===== src/common/pddr_pkg.sv =====
// constants and types shared by the byte-wide port register block
// assumes a single-clock, byte-wide on-chip peripheral bus
package pddr_pkg;
  localparam int NUM_PORTS = 8;
  localparam int PORT_W = 8;
  localparam int ADDR_W = 16;
  // data latch addresses, ports 1-3 and 5-9
  localparam logic [15:0] PORT1_DATA_ADDR = 16'hFFD4;
  localparam logic [15:0] PORT2_DATA_ADDR = 16'hFFD5;
  localparam logic [15:0] PORT3_DATA_ADDR = 16'hFFD6;
  localparam logic [15:0] PORT5_DATA_ADDR = 16'hFFD8;
  localparam logic [15:0] PORT6_DATA_ADDR = 16'hFFD9;
  localparam logic [15:0] PORT7_DATA_ADDR = 16'hFFDA;
  localparam logic [15:0] PORT8_DATA_ADDR = 16'hFFDB;
  localparam logic [15:0] PORT9_DATA_ADDR = 16'hFFDC;
  // direction register addresses, same order
  localparam logic [15:0] PORT1_DIR_ADDR = 16'hFFE4;
  localparam logic [15:0] PORT2_DIR_ADDR = 16'hFFE5;
  localparam logic [15:0] PORT3_DIR_ADDR = 16'hFFE6;
  localparam logic [15:0] PORT5_DIR_ADDR = 16'hFFE8;
  localparam logic [15:0] PORT6_DIR_ADDR = 16'hFFE9;
  localparam logic [15:0] PORT7_DIR_ADDR = 16'hFFEA;
  localparam logic [15:0] PORT8_DIR_ADDR = 16'hFFEB;
  localparam logic [15:0] PORT9_DIR_ADDR = 16'hFFEC;
  // read value of a write-only direction register
  localparam logic [7:0] DIR_READ_VALUE = 8'hFF;
  // reset values, not documented: all inputs, latches clear
  localparam logic [7:0] DATA_RESET = 8'h00;
  localparam logic [7:0] DIR_RESET = 8'h00;
  localparam logic [7:0] UNMAPPED_READ = 8'h00;
  localparam logic [2:0] PORT_IDX_ZERO = 3'h0;

  // one byte bus request
  typedef struct packed {
    logic rd;
    logic wr;
    logic [15:0] addr;
    logic [7:0] wdata;
  } pddr_bus_req_s;

  // result of decoding an address
  typedef struct packed {
    logic hit_data;
    logic hit_dir;
    logic [2:0] idx;
  } pddr_decode_s;
endpackage : pddr_pkg


===== src/rtl/pddr_port_regs.sv =====
// byte-wide port data latches and direction registers for eight ports
// assumes the core issues byte accesses only, one per clock at most
//
// Overview of operation
// - data read returns sampled pin level for input pins.
// - data read returns latch value for output pins.
// - direction registers are write-only; reads return all ones.
// - direction one drives pin from latch; zero turns driver off.
// - output pin drives high for latch one, low for zero.
// - data write loads all eight latch bits, inputs included.
// - data registers at consecutive byte addresses, ports 1-3, one unused slot, then 5-9.
// - byte accesses only on the 8-bit peripheral bus.
`timescale 1ns/100ps
module pddr_port_regs #(
  parameter int NUM_PORTS = pddr_pkg::NUM_PORTS,
  parameter int PORT_W = pddr_pkg::PORT_W
) (
  input wire logic CLOCK_I,
  input wire logic SYS_RST_I,
  input wire logic CLK_EN_I,
  input wire logic BUS_RD_I,
  input wire logic BUS_WR_I,
  input wire logic [15:0] BUS_ADDR_I,
  input wire logic [7:0] BUS_WDATA_I,
  output logic [7:0] BUS_RDATA_O,
  output logic BUS_RVALID_O,
  input wire logic [NUM_PORTS*PORT_W-1:0] PIN_I,
  output logic [NUM_PORTS*PORT_W-1:0] PIN_O,
  output logic [NUM_PORTS*PORT_W-1:0] PIN_OE_O
);

  // address decode, shared by read and write paths
  // the slot of the missing fourth port decodes to nothing
  function automatic pddr_pkg::pddr_decode_s decode(input logic [15:0] a);
    pddr_pkg::pddr_decode_s d;
    d = '0;
    if (a == pddr_pkg::PORT1_DATA_ADDR) begin
      d.hit_data = 1'b1;
      d.idx = 3'h0;
    end else if (a == pddr_pkg::PORT2_DATA_ADDR) begin
      d.hit_data = 1'b1;
      d.idx = 3'h1;
    end else if (a == pddr_pkg::PORT3_DATA_ADDR) begin
      d.hit_data = 1'b1;
      d.idx = 3'h2;
    end else if (a == pddr_pkg::PORT5_DATA_ADDR) begin
      d.hit_data = 1'b1;
      d.idx = 3'h3;
    end else if (a == pddr_pkg::PORT6_DATA_ADDR) begin
      d.hit_data = 1'b1;
      d.idx = 3'h4;
    end else if (a == pddr_pkg::PORT7_DATA_ADDR) begin
      d.hit_data = 1'b1;
      d.idx = 3'h5;
    end else if (a == pddr_pkg::PORT8_DATA_ADDR) begin
      d.hit_data = 1'b1;
      d.idx = 3'h6;
    end else if (a == pddr_pkg::PORT9_DATA_ADDR) begin
      d.hit_data = 1'b1;
      d.idx = 3'h7;
    end else if (a == pddr_pkg::PORT1_DIR_ADDR) begin
      d.hit_dir = 1'b1;
      d.idx = 3'h0;
    end else if (a == pddr_pkg::PORT2_DIR_ADDR) begin
      d.hit_dir = 1'b1;
      d.idx = 3'h1;
    end else if (a == pddr_pkg::PORT3_DIR_ADDR) begin
      d.hit_dir = 1'b1;
      d.idx = 3'h2;
    end else if (a == pddr_pkg::PORT5_DIR_ADDR) begin
      d.hit_dir = 1'b1;
      d.idx = 3'h3;
    end else if (a == pddr_pkg::PORT6_DIR_ADDR) begin
      d.hit_dir = 1'b1;
      d.idx = 3'h4;
    end else if (a == pddr_pkg::PORT7_DIR_ADDR) begin
      d.hit_dir = 1'b1;
      d.idx = 3'h5;
    end else if (a == pddr_pkg::PORT8_DIR_ADDR) begin
      d.hit_dir = 1'b1;
      d.idx = 3'h6;
    end else if (a == pddr_pkg::PORT9_DIR_ADDR) begin
      d.hit_dir = 1'b1;
      d.idx = 3'h7;
    end
    return d;
  endfunction : decode

  pddr_pkg::pddr_bus_req_s req;
  pddr_pkg::pddr_decode_s dec;
  logic [PORT_W-1:0] data_latch [NUM_PORTS];
  logic [PORT_W-1:0] dir_reg [NUM_PORTS];
  logic [PORT_W-1:0] next_data_latch [NUM_PORTS];
  logic [PORT_W-1:0] next_dir_reg [NUM_PORTS];
  logic [NUM_PORTS*PORT_W-1:0] pin_meta;
  logic [NUM_PORTS*PORT_W-1:0] pin_sync;
  logic [7:0] next_rdata;
  logic next_rvalid;
  logic [NUM_PORTS*PORT_W-1:0] next_pin;
  logic [NUM_PORTS*PORT_W-1:0] next_pin_oe;

  // bundle the bus request
  assign req = '{rd: BUS_RD_I, wr: BUS_WR_I, addr: BUS_ADDR_I, wdata: BUS_WDATA_I};
  assign dec = decode(req.addr);

  // pins come from outside: two flops before anything reads them
  // only pin_sync is read; pin_meta may still be settling
  always_ff @(posedge CLOCK_I) begin
    if (SYS_RST_I) begin
      pin_meta <= '0;
      pin_sync <= '0;
    end else if (CLK_EN_I) begin
      pin_meta <= PIN_I;
      pin_sync <= pin_meta;
    end
  end

  // register write next-state
  always_comb begin
    for (int p = 0; p < NUM_PORTS; p++) begin
      next_data_latch[p] = data_latch[p];
      next_dir_reg[p] = dir_reg[p];
    end
    if (req.wr && dec.hit_data) begin
      next_data_latch[dec.idx] = req.wdata;
    end else if (req.wr && dec.hit_dir) begin
      next_dir_reg[dec.idx] = req.wdata;
    end
  end

  // register state
  always_ff @(posedge CLOCK_I) begin
    if (SYS_RST_I) begin
      for (int p = 0; p < NUM_PORTS; p++) begin
        data_latch[p] <= pddr_pkg::DATA_RESET;
        dir_reg[p] <= pddr_pkg::DIR_RESET;
      end
    end else if (CLK_EN_I) begin
      for (int p = 0; p < NUM_PORTS; p++) begin
        data_latch[p] <= next_data_latch[p];
        dir_reg[p] <= next_dir_reg[p];
      end
    end
  end

  // read data: mix of pins and latches; read-modify-write of inputs
  // therefore copies pin levels into the latch, software must shadow
  always_comb begin
    next_rdata = pddr_pkg::UNMAPPED_READ;
    next_rvalid = req.rd;
    if (req.rd && dec.hit_data) begin
      next_rdata = (dir_reg[dec.idx] & data_latch[dec.idx])
                 | (~dir_reg[dec.idx] & pin_sync[dec.idx*PORT_W +: PORT_W]);
    end else if (req.rd && dec.hit_dir) begin
      next_rdata = pddr_pkg::DIR_READ_VALUE;
    end
  end

  // pin drive: registered so the outputs come straight from flops
  always_comb begin
    for (int p = 0; p < NUM_PORTS; p++) begin
      next_pin[p*PORT_W +: PORT_W] = next_data_latch[p];
      next_pin_oe[p*PORT_W +: PORT_W] = next_dir_reg[p];
    end
  end

  // output registers; bus is byte wide so no word path exists
  always_ff @(posedge CLOCK_I) begin
    if (SYS_RST_I) begin
      BUS_RDATA_O <= pddr_pkg::UNMAPPED_READ;
      BUS_RVALID_O <= 1'b0;
      // same reset values as the latches, so pins always mirror them
      PIN_O <= {NUM_PORTS{pddr_pkg::DATA_RESET}};
      PIN_OE_O <= {NUM_PORTS{pddr_pkg::DIR_RESET}};
    end else if (CLK_EN_I) begin
      BUS_RDATA_O <= next_rdata;
      BUS_RVALID_O <= next_rvalid;
      PIN_O <= next_pin;
      PIN_OE_O <= next_pin_oe;
    end
  end
endmodule : pddr_port_regs


===== config.mk =====
export PLATFORM = sky130hd
export DESIGN_NAME = pddr_port_regs
export DESIGN_NICKNAME = d
export VERILOG_FILES = /design/src/common/pddr_pkg.sv /design/src/rtl/pddr_port_regs.sv
export SDC_FILE = /design/constraint.sdc
export NUM_CORES = 1
export LEC_CHECK = 0
export BUFFER_PORTS_ARGS = -buffer_cell sky130_fd_sc_hd__buf_2
export CORE_MARGIN = 1.5
export CORE_UTILIZATION = 64
export CTS_BUF_LIST = sky130_fd_sc_hd__clkbuf_4 sky130_fd_sc_hd__clkbuf_8
export CTS_CLUSTER_DIAMETER = 120
export DETAILED_ROUTE_END_ITERATION = 7
export GPL_TIMING_DRIVEN = 0
export PLACE_DENSITY = 0.88
export SLEW_MARGIN = 40
export SYNTH_ARGS = -nofsm -noshare
export SYNTH_HDL_FRONTEND = slang
export SYNTH_SLANG_ARGS = --single-unit

===== constraint.sdc =====
create_clock -name CLOCK_I -period 10.2 [get_ports CLOCK_I]
set_clock_uncertainty 0.15 [all_clocks]
set_input_delay 2.04 -clock CLOCK_I [delete_from_list [all_inputs] [get_ports CLOCK_I]]
set_output_delay 2.04 -clock CLOCK_I [all_outputs]
set_load 0.01 [all_outputs]

# Yosys cells after proc, flatten, opt, wreduce, memory -nomap -nowiden
# Memory sizes are Yosys's and may differ from the RTL's.
# Index checks and enable logic that the tools add are counted.
word_totals:
  ff_bits: 265
  mem_bits_rw: 128
  in_bits: 93
  out_inout_bits: 137
  word_cells: 115
  n_memories: 2
op_classes:
  n_lt_le_gt_ge: 2
  eq_ne: 16
  shift: 1
  mux: 62
  bitwise: 21
  reduce_logical: 5
mem_list:
  columns: ["name", "words", "width", "rd", "rd_clocked_by_memory_dff", "wr", "line_no", "source"]
  rows:
  - ["data_latch", 8, 8, 9, 0, 8, "pddr_port_regs.sv:91", "logic [PORT_W-1:0] data_latch [NUM_PORTS];"]
  - ["dir_reg", 8, 8, 9, 0, 8, "pddr_port_regs.sv:92", "logic [PORT_W-1:0] dir_reg [NUM_PORTS];"]
ops:
  columns: ["operator", "n"]
  rows:
  - ["$eq A16 B16 Y1 const B", 16]
  - ["$mux W64", 3]
  - ["$mux W8", 19]
  - ["$bwmux W64", 2]
  - ["$shiftx A64 B7 Y8", 1]
  - ["$mux W4", 8]
  - ["$demux W8 S3", 1]
  - ["$mux W3", 8]
  - ["$mux W1", 21]
  - ["$and A8 B8 Y8", 2]
  - ["$or A1 B1 Y1", 16]
  - ["$not A8 Y8", 1]
  - ["$or A8 B8 Y8", 1]
  - ["$logic_and A1 B1 Y1", 5]
  - ["$ge A4 B4 Y1 const B", 1]
  - ["$lt A4 B1 Y1 const B", 1]
  - ["$not A3 Y4", 1]

# Logic depth before layout (Yosys ltp)
# Gate-level depths: netlist (run 1).
depth:
  ltp_word: 26
  depth_mapped: 10
  ltp_nobuf: 7

# Worst setup path before layout (run 1)
# Ideal clock, no wire load.
synth_timing:
  kind: "input to register"
  from: "in CLK_EN_I"
  to: "mem data_latch[0][0], enable pin"
  setup_ns: 0.480
  arrival_ns: 5.299
  required_time_ns: 9.570
  slack_ns: 4.270
  path_stages: 5
  path_buffers: 3
  cell_sequence: "clkbuf_1 nor2_1 clkbuf_1 clkbuf_1 inv_1"
synth_rtl:
  columns: ["element", "line_no", "source"]
  rows:
  - ["from (decl)", "pddr_port_regs.sv:20", "input wire logic CLK_EN_I,"]
  - ["to (decl)", "pddr_port_regs.sv:91", null]

# Worst setup path after layout (run 1)
layout_timing:
  from: "in BUS_ADDR_I[13]"
  to: "reg BUS_RDATA_O[7]"
layout_between:
  elab_chain_len: 22
  elab_cells_between_ends: 59
  classes_between: "eq/ne: 16; shift: 1; mux: 34; bitwise: 4; reduce/logical: 2; memory: 2"
layout_lines:
  columns: ["element", "line_no", "source"]
  rows:
  - ["from (decl)", "pddr_port_regs.sv:23", "input wire logic [15:0] BUS_ADDR_I,"]
  - ["branches (longest 21 deep; another with $eq A16 B16 Y1)", null, null]
  - ["$mux W8 *", "pddr_port_regs.sv:151", "if (req.rd && dec.hit_data) begin"]
  - ["to (signal assigned)", "pddr_port_regs.sv:170", "BUS_RDATA_O <= pddr_pkg::UNMAPPED_READ;"]
  - ["to (signal assigned)", "pddr_port_regs.sv:176", "BUS_RDATA_O <= next_rdata;"]
  - ["to (decl)", "pddr_port_regs.sv:25", "output logic [7:0] BUS_RDATA_O,"]
# Every way passes the cells marked *.
# A chain may end at the register's enable or synchronous reset.

==> results.sh, run 1 <==
export IMPL_status="finished, final reports clean"
export IMPL_holdBufCountCts=0
export IMPL_cts_root_buf="clkbuf_8"
export IMPL_max_cap_violations=0
export IMPL_initial_core_util_pct=65.4
export IMPL_cts_max_level=2
export IMPL_pwr_share_comb_pct=9.1
export IMPL_ys_ff_latch=393
export IMPL_cp_required_ns=10.52
export IMPL_min_from="PIN_O[27]"
export IMPL_yosys_area_top_type="dfxtp_1"
export IMPL_startpoint="BUS_ADDR_I[13]"
export IMPL_drcViolationCount=0
export IMPL_post_cts_resized=0
export IMPL_port_buffers=227
export IMPL_yosys_warnings=0
export IMPL_synth_edf_count=128
export IMPL_gr_usage_met3_pct=9.49
export IMPL_die_w_um=164
export IMPL_p_sw_share_pct=25.8
export IMPL_worstMarginPinSlew_ns=0.966
export IMPL_cts_buffers=59
export IMPL_fp_row_count=58
export IMPL_dominantRegCellSynth="dfxtp_1"
export IMPL_ys_seq_area_share_pct=55.2
export IMPL_top_usage_layer="met2"
export IMPL_grt_use_met2_pct=64.3
export IMPL_cts_tree="built"
export IMPL_grt_max_degree=83
export IMPL_first_pass_iters=8
export IMPL_wl_per_cell_um=25.6
export IMPL_drv_slew=0
export IMPL_r2r_start="dir_reg[2][0]"
export IMPL_min_path_cells=1
export IMPL_worst_setup_path_start_kind="input port"
export IMPL_layout_setup_ws_ns=5.22
export IMPL_power_density_mw_per_mm2=178
export IMPL_drive_above_1_share_pct=20.5
export IMPL_antenna_cells=0
export IMPL_clk_latency_ns=0.62
export IMPL_vias_per_cell=6.49
export IMPL_synth_top_area_share_pct=32.0
export IMPL_ys_async_sr_fraction_pct=0
export IMPL_dieArea_mm2=0.0269
export IMPL_clock_power_share_pct=39.7
export IMPL_syn_to_final_growth_pct=17.4
export IMPL_cts_max_path_buffers=3
export IMPL_p_int_mw=2.57
export IMPL_power_mw=3.46
export IMPL_switching_power_uw=892
export IMPL_cts_sinks=393
export IMPL_reg2reg_depth=4
export IMPL_grt_overflow=0
export IMPL_max_freq_mhz=201
export IMPL_coreArea_mm2=0.0253
export IMPL_setup_viol=0
export IMPL_nets=1947
export IMPL_gp_congestion=1.01
export IMPL_dp_hpwl_um=41300
export IMPL_period_needed_ns=4.98
export IMPL_wirelength_um=57200
export IMPL_die_y_um=164
export IMPL_vdd_drop_max_mv=0.140
export IMPL_cp_max_fo=10
export IMPL_fin_crit_sh_pct=48.8
export IMPL_postCtsSetupRepairBufs=0
export IMPL_syn_area_mm2=0.0166
export IMPL_num_vias=14500
export IMPL_track_usage_pct=42.2
export IMPL_drt_antenna_violating_nets=0
export IMPL_p_seq_share_pct=51.2
export IMPL_synthCells=1564
export IMPL_syn_avg_cell_area_um2=10.6
export IMPL_netlist_cell_type_count=65
export IMPL_synth_nets=1657
export IMPL_clkTransAtPathRegs_ns=0.07
export IMPL_grt_pass1_wl_um=83300
export IMPL_antenna_found_initial=0
export IMPL_relSlewSlack_pct=35.6
export IMPL_report_final_hold_viol_count=0
export IMPL_hp_class="reg -> reg"
export IMPL_setup_tns_ns=0
export IMPL_p_leak_nw=8.15
export IMPL_n_fill_cell=1676
export IMPL_drtIter0Drc=1981
export IMPL_met1_usage_pct=57.7
export IMPL_critical_path_class="in -> reg"
export IMPL_synth_area_leaders="dfxtp_1, edfxtp_1, mux2i_1, nor2_1, a211oi_1"
export IMPL_rsz0062_at_grt="no"
export IMPL_grt_pass1_vias=13700
export IMPL_arrival_ns=5.30
export IMPL_end_kind="flop"
export IMPL_io_pins=230
export IMPL_dp_slack_ns=4.72
==> critical path, stage by stage <==
cell       delay (ns)
buf_2            0.10
nand4_1          0.35
nor4_4           0.66
buf_2            0.34
nand2b_1         0.27
clkbuf_1         0.44
nand2_1          0.19
a21oi_1          0.15
a2111oi_0        0.65
a221oi_1         0.09
==> Yosys cell counts (10+ instances only) <==
master and count:
a21oi_1 22, buf_2 12, nand3_1 33, o21ai_0 22
a22oi_1 35, nand4_1 15, nand2_1 64, a211oi_1 89
clkbuf_1 87, a22o_1 10, buf_1 11, nor2_2 10
edfxtp_1 128, a21o_1 36, mux2i_1 254, dfxtp_1 265
nor2_1 348, nor3_1 10
==> layout make-up <==
type	count	area, um2	area share [%]
timing repair buffer	229	1170	6.02
clock buffer	90	1110	5.73
buffer	113	463	2.38
multi-input combinational	1057	6970	35.8
clock inverter	21	158	0.811
inverter	1	11.3	0.0579
sequential	393	9150	47.0
tap	330	413	2.12
==> worst paths after layout <==
kind / endpoint / slack [ns]
hold / removal: PIN_O[27] / 0.30
setup reg to reg: BUS_RDATA_O[0] / 7.94
hold reg to reg: PIN_O[27] / 0.30
setup / recovery: BUS_RDATA_O[7] / 5.22
==> cell families (layout without fill, tap and decap cells) <==
| logic type | Yosys count | in the layout | share of synthesized area [%] |
|---|---|---|---|
| simple gates | 540 | 540 | 14.7 |
| xor+xnor | 2 | 2 | 0.106 |
| compound gates | 259 | 259 | 11.7 |
| buf+inv | 114 | 454 | 2.79 |
| mux | 256 | 256 | 15.5 |
| flops | 393 | 393 | 55.2 |
==> placed cells by master, fill, tap and decap left out, drive strengths merged, types with 3 or more instances in the layout <==
master | netlist | layout
nor2 | 361 | 361
dfxtp | 265 | 265
mux2i | 254 | 254
buf | 26 | 253
clkbuf | 87 | 179
edfxtp | 128 | 128
a211oi | 92 | 92
nand2 | 66 | 66
a21o | 36 | 36
a22oi | 35 | 35
nand3 | 33 | 33
o21ai | 23 | 23
a21oi | 22 | 22
nand4 | 17 | 17
nor3 | 17 | 17
clkinv | 0 | 16
a22o | 10 | 10
and3 | 9 | 9
nand2b | 6 | 6
a221oi | 6 | 6
nor2b | 5 | 5
nor4bb | 4 | 4
nand3b | 4 | 4
a31o | 4 | 4
a222oi | 4 | 4
nor4 | 4 | 4
and2 | 3 | 3
a221o | 3 | 3
==> stage by stage <==
stage / instance area (um2) / hold WS, ns / instances / util, %
2_1_floorplan: 16600 / 0.302 / 1564 / -
3_3_place_gp: 18100 / 0.280 / 2121 / 71.5
3_5_place_dp: 18200 / 0.287 / 2122 / 71.7
4_1_cts: 19400 / 0.307 / 2233 / 76.7
5_1_grt: 19400 / 0.321 / 2234 / 76.8
6_report: 19400 / 0.305 / 2234 / 76.8
==> per-layer routing <==
| layer | routed length [um] | vias to the layer above |
|---|---|---|
| li1 | - | 6242 |
| met1 | 22200 | 6989 |
| met2 | 25200 | 1099 |
| met3 | 7160 | 172 |
| met4 | 2580 | 0 |
| met5 | 0 | - |
==> power groups by stage <==
stage	Clock [mW]	Combinational, mW	Sequential (mW)
CTS	1.37	0.310	1.77
finish	1.37	0.316	1.77
floorplan	0	0.171	1.79
detailed placement	0	0.306	1.80
global route	1.43	0.338	1.77
global placement	0	0.294	1.80
Power figures use the tool's default switching activity.
==> run 2, diff against run 1 <==
--- a/config.mk
+++ b/config.mk
@@ -7,12 +7,12 @@
 export LEC_CHECK = 0
 export BUFFER_PORTS_ARGS = -buffer_cell sky130_fd_sc_hd__buf_2
 export CORE_MARGIN = 1.5
-export CORE_UTILIZATION = 64
+export CORE_UTILIZATION = 60
 export CTS_BUF_LIST = sky130_fd_sc_hd__clkbuf_4 sky130_fd_sc_hd__clkbuf_8
 export CTS_CLUSTER_DIAMETER = 120
 export DETAILED_ROUTE_END_ITERATION = 7
 export GPL_TIMING_DRIVEN = 0
-export PLACE_DENSITY = 0.88
+export PLACE_DENSITY = 0.83
 export SLEW_MARGIN = 40
 export SYNTH_ARGS = -nofsm -noshare
 export SYNTH_HDL_FRONTEND = slang
==> constraint.sdc (replaced) <==
create_clock -name CLOCK_I -period 4.7 [get_ports CLOCK_I]
set_clock_uncertainty 0.15 [all_clocks]
set_input_delay 0.94 -clock CLOCK_I [delete_from_list [all_inputs] [get_ports CLOCK_I]]
set_output_delay 0.94 -clock CLOCK_I [all_outputs]
set_load 0.01 [all_outputs]
==> results.sh, run 2 (synthesis gave the netlist of run 1 again) <==
export IMPL_reg2reg_slack_ns=2.43
export IMPL_first_pass_iters=6
export IMPL_p_seq_share_pct=49.7
export IMPL_setup_viol=0
export IMPL_rsz0062_at_grt="no"
export IMPL_gp_congestion=1.03
export IMPL_reg2reg_depth=4
export IMPL_grt_pass1_vias=13500
export IMPL_wirelength_um=56100
export IMPL_postCtsSetupRepairBufs=0
export IMPL_p_leak_nw=8.27
export IMPL_fin_crit_sh_pct=84.0
export IMPL_max_cap_violations=0
export IMPL_drcViolationCount=0
export IMPL_dp_cells=2138
export IMPL_min_from="PIN_O[28]"
export IMPL_holdBufCountCts=0
export IMPL_cts_buffers=61
export IMPL_fp_row_count=60
export IMPL_pwr_share_comb_pct=9.0
export IMPL_cts_root_buf="clkbuf_8"
export IMPL_layout_common_cells="nor2_1, dfxtp_1, mux2i_1"
export IMPL_report_final_hold_viol_count=0
export IMPL_max_freq_mhz=253
export IMPL_dieArea_mm2=0.0286
export IMPL_status="finished, final reports clean"
export IMPL_critical_path_class="in -> reg"
export IMPL_cp_max_fo=10
export IMPL_wl_per_cell_um=24.9
export IMPL_cp_required_ns=5.03
export IMPL_antenna_found_initial=1
export IMPL_clock_power_share_pct=41.3
export IMPL_grt_max_degree=26
export IMPL_port_buffers=227
export IMPL_cts_tree="built"
export IMPL_io_pins=230
export IMPL_hp_class="reg -> reg"
export IMPL_cts_max_path_buffers=3
export IMPL_grt_pass1_wl_um=82300
export IMPL_vias_per_cell=6.33
export IMPL_coreArea_mm2=0.0270
export IMPL_die_w_um=169
export IMPL_die_y_um=169
export IMPL_dpl_cell_area_mm2=0.0183
export IMPL_vdd_drop_max_mv=0.259
export IMPL_worst_setup_path_start_kind="input port"
export IMPL_crit_end="BUS_RDATA_O[6]"
export IMPL_relSlewSlack_pct=37.0
export IMPL_power_density_mw_per_mm2=393
export IMPL_mostFrequentLayoutCell="nor2_1"
export IMPL_drt_antenna_violating_nets=0
export IMPL_p_sw_share_pct=25.3
export IMPL_drive_above_1_share_pct=20.8
export IMPL_period_needed_ns=3.95
export IMPL_startpoint="BUS_ADDR_I[7]"
export IMPL_switching_power_mw=1.95
export IMPL_drv_slew=0
export IMPL_rr_endpoint="BUS_RDATA_O[0]"
export IMPL_num_vias=14300
export IMPL_arrival_ns=4.27
export IMPL_p_int_mw=5.78
export IMPL_cts_max_level=2
export IMPL_drtIter0Drc=1920
export IMPL_grt_overflow=0
export IMPL_end_kind="flop"
export IMPL_syn_to_final_growth_pct=18.8
export IMPL_dp_hpwl_um=41100
export IMPL_post_route_cell_area_mm2=0.0197
export IMPL_finalNonFillerCells=2253
export IMPL_r2r_start="dir_reg[3][0]"
export IMPL_nets=1953
export IMPL_clk_latency_ns=0.62
export IMPL_cts_sinks=393
export IMPL_worstMarginPinSlew_ns=0.945
export IMPL_clkTransAtPathRegs_ns=0.06
export IMPL_initial_core_util_pct=61.3
export IMPL_post_cts_resized=0
export IMPL_track_usage_pct=38.7
-- run 2: changes by cell type in the layout (fill, tap and decap cells not counted), moves of 2 or more --
cell       before  now
buf_16          1    6
clkbuf_4       21   25
bufinv_16       2    5
clkbuf_1       84   82
-- run 2: power groups by stage --
stage	registers, mW	clock network (mW)	logic, mW
final	3.84	3.19	0.697
after global routing	3.85	3.32	0.748
after CTS	3.83	3.17	0.684
after detailed placement	3.90	0	0.678
after global placement	3.90	0	0.641
after floorplan	3.88	0	0.372
-- run 2: how the worst min path moves through the flow --
stage	to	cells past startpoint	slack, ns
final	PIN_O[28]	1	0.30
after global placement	PIN_O[1]	1	0.28
after floorplan	pin_sync[55]	2	0.30
after global routing	PIN_O[23]	1	0.32
after CTS	PIN_O[28]	1	0.30
after detailed placement	PIN_O[23]	1	0.28
-- run 2: routing by layer --
metal	up-vias	wire length [um]	global-route usage, %
met1	6911	23000	54.9
met5	-	0	0
met2	935	24200	58.3
li1	6276	-	-
met3	134	6710	8.77
met4	0	2150	14.1
-- run 2: worst max-delay path, cell delays in order --
cell and delay (ns):
buf_2 0.07, nand4_1 0.29, nor4_4 0.76, nand2_1 0.57, clkbuf_1 0.47, a2111oi_0 0.72
o31a_1 0.35, a211oi_1 0.07
-- run 2: cell type report --
type / count / area [um2]
Multi-Input combinational cell: 1057 / 6960
Clock buffer: 94 / 1140
Timing Repair Buffer: 233 / 1300
Buffer: 113 / 464
Fill cell: 1916 / 7350
Tap cell: 341 / 427
Inverter: 1 / 7.51
Clock inverter: 20 / 226
Sequential cell: 393 / 9150
Antenna cell: 1 / 2.50
-- run 2: per-stage QoR --
step                      power [mW]  util (%)  TNS [ns]  hold WS (ns)  setup WS, ns
after floorplan                 4.25         -         0         0.302         0.230
after CTS                       7.69      72.8         0         0.299         0.920
after global routing            7.92      72.8         0         0.324         0.746
after detailed placement        4.58      67.8         0         0.284         0.294
final                           7.73      72.8         0         0.296         0.752
after global placement          4.54      67.1   -176.98         0.279         -1.39
==> run 3, diff against run 2 <==
--- a/config.mk
+++ b/config.mk
@@ -7,12 +7,12 @@
 export LEC_CHECK = 0
 export BUFFER_PORTS_ARGS = -buffer_cell sky130_fd_sc_hd__buf_2
 export CORE_MARGIN = 1.5
-export CORE_UTILIZATION = 60
+export CORE_UTILIZATION = 54
 export CTS_BUF_LIST = sky130_fd_sc_hd__clkbuf_4 sky130_fd_sc_hd__clkbuf_8
 export CTS_CLUSTER_DIAMETER = 120
 export DETAILED_ROUTE_END_ITERATION = 7
 export GPL_TIMING_DRIVEN = 0
-export PLACE_DENSITY = 0.83
+export PLACE_DENSITY = 0.79
 export SLEW_MARGIN = 40
 export SYNTH_ARGS = -nofsm -noshare
 export SYNTH_HDL_FRONTEND = slang
==> constraint.sdc (replaced) <==
create_clock -name CLOCK_I -period 3.2 [get_ports CLOCK_I]
set_clock_uncertainty 0.15 [all_clocks]
set_input_delay 0.64 -clock CLOCK_I [delete_from_list [all_inputs] [get_ports CLOCK_I]]
set_output_delay 0.64 -clock CLOCK_I [all_outputs]
set_load 0.01 [all_outputs]
==> results.sh, run 3 (synthesis gave the netlist of run 1 again) <==
export IMPL_report_final_hold_viol_count=0
export IMPL_syn_to_final_growth_pct=20.4
export IMPL_port_buffers=227
export IMPL_cts_root_buf="clkbuf_8"
export IMPL_cpPeakStageDelay_ns=0.60
export IMPL_worstMarginPinSlew_ns=0.874
export IMPL_power_mw=11.5
export IMPL_track_usage_pct=34.6
export IMPL_switching_power_mw=2.89
export IMPL_relSlewSlack_pct=41.7
export IMPL_layout_common_cells="nor2_1, dfxtp_1, mux2i_1"
export IMPL_holdBufCountCts=0
export IMPL_cpMostUsedCell="buf_2"
export IMPL_path_delay_family="simple AND/OR/NAND/NOR gates"
export IMPL_fin_util_pct=66.6
export IMPL_p_sw_share_pct=25.2
export IMPL_p_seq_share_pct=49.2
export IMPL_status="finished, final reports clean"
export IMPL_cts_tree="built"
export IMPL_power_density_mw_per_mm2=574
export IMPL_vias_per_cell=6.11
export IMPL_fp_row_count=63
export IMPL_clkTransAtPathRegs_ns=0.06
export IMPL_drv_slew=0
export IMPL_drt_antenna_violating_nets=0
export IMPL_dieArea_mm2=0.0317
export IMPL_clk_latency_ns=0.62
export IMPL_cts_max_level=2
export IMPL_cts_buffers=60
export IMPL_pwr_share_comb_pct=9.0
export IMPL_dp_cells=2188
export IMPL_io_pins=230
export IMPL_max_cap_violations=0
export IMPL_antenna_found_initial=2
export IMPL_n_fill_cell=2378
export IMPL_cts_sinks=393
export IMPL_hp_class="in -> reg"
export IMPL_mostFrequentLayoutCell="nor2_1"
export IMPL_layout_setup_ws_ns=0.0226
export IMPL_setup_tns_ns=0
export IMPL_wirelength_um=55800
export IMPL_crit_chain="buf_2 > nand4_1 > or4_1 > buf_2 > a211oi_4 > clkbuf_4 > buf_2 > nand2_1 > nand4_1 > o2111ai_1 > nor3b_1"
export IMPL_arrival_ns=3.53
export IMPL_worst_path_buf_inv=4
export IMPL_cp_max_fo=10
export IMPL_finalNonFillerCells=2310
export IMPL_fin_crit_sh_pct=99.3
export IMPL_initial_core_util_pct=55.3
export IMPL_num_vias=14100
export IMPL_die_w_um=178
export IMPL_wl_per_cell_um=24.1
export IMPL_worst_setup_path_start_kind="input port"
export IMPL_drive_above_1_share_pct=21.9
export IMPL_grt_pass1_vias=13200
export IMPL_clock_power_share_pct=41.8
export IMPL_slowest_stage="or4_1"
export IMPL_first_pass_iters=6
export IMPL_drcViolationCount=0
export IMPL_cp_required_ns=3.56
export IMPL_dp_hpwl_um=41100
export IMPL_coreArea_mm2=0.0300
export IMPL_vdd_drop_max_mv=0.381
export IMPL_die_y_um=178
export IMPL_p_int_mw=8.57
export IMPL_critical_path_class="in -> reg"
export IMPL_grt_pass1_wl_um=81100
export IMPL_multi_input_area_mm2=0.00703
export IMPL_cts_max_path_buffers=3
export IMPL_period_needed_ns=3.18
export IMPL_end_kind="flop"
export IMPL_drtIter0Drc=1566
export IMPL_dp_slack_ns=-1.01
export IMPL_grt_overflow=0
export IMPL_rsz0062_at_grt="yes"
export IMPL_p_leak_nw=8.37
export IMPL_gp_congestion=1.03
export IMPL_setup_viol=0
export IMPL_register_area_mm2=0.00915
export IMPL_max_freq_mhz=315
export IMPL_nets=1961
export IMPL_grt_max_degree=27
-- run 3: area by class of cell --
type                    instances  share of cell area (%)
diodes                          1                  0.0125
plain buffers                 113                    2.63
clock buffers                  89                    5.45
clock inverters                24                    1.50
inverters                       1                  0.0376
multi-input cells            1057                    35.2
flip-flops and latches        393                    45.8
well taps                     390                    2.45
repair buffers                242                    6.88
-- run 3: path summary, 6_finish.rpt --
kind,end,slack (ns),from,cells past startpoint
worst max-delay path,BUS_RDATA_O[5],0.02,BUS_ADDR_I[13],11
worst min register to register,PIN_O[30],0.30,PIN_O[30],1
worst min-delay path,pin_meta[3],0.09,PIN_I[3],3
worst max register to register,BUS_RDATA_O[0],0.99,dir_reg[4][0],4
-- run 3: timing repair --
| item | CTS | global route |
|---|---|---|
| hold endpoints to repair | 0 | 0 |
| setup endpoints to repair | 12 | 40 |
| buffers inserted | 1 | 7 |
| pin swaps | 2 | 5 |
| gates resized for setup | 8 | 6 |
-- run 3: power by group through the flow --
stage | Combinational, mW | Clock, mW | Sequential (mW)
after floorplan | 0.553 | 0 | 5.70
after global placement | 0.952 | 0 | 5.73
after detailed placement | 1.00 | 0 | 5.73
after CTS | 1.01 | 4.79 | 5.63
after global routing | 1.10 | 5.02 | 5.66
final | 1.03 | 4.79 | 5.64
-- run 3: worst min-delay path: stages --
cell,delay (ns)
buf_2,0.07
mux2i_1,0.05
nor2_1,0.07
-- run 3: metrics by stage --
step / hold WS, ns / instance area (um2)
after floorplan: 0.302 / 16600
after global placement: 0.285 / 18300
after detailed placement: 0.284 / 18400
after CTS: 0.0950 / 19900
after global routing: 0.103 / 20000
final: 0.0947 / 20000
-- run 3: metal layers --
| metal | vias up | GRT usage, % | routed length, um |
|---|---|---|---|
| met3 | 115 | 9.42 | 6070 |
| met4 | 2 | 11.8 | 1710 |
| met5 | - | 0 | 13 |
| met1 | 6860 | 48.2 | 23700 |
| li1 | 6281 | - | - |
| met2 | 852 | 51.8 | 24300 |
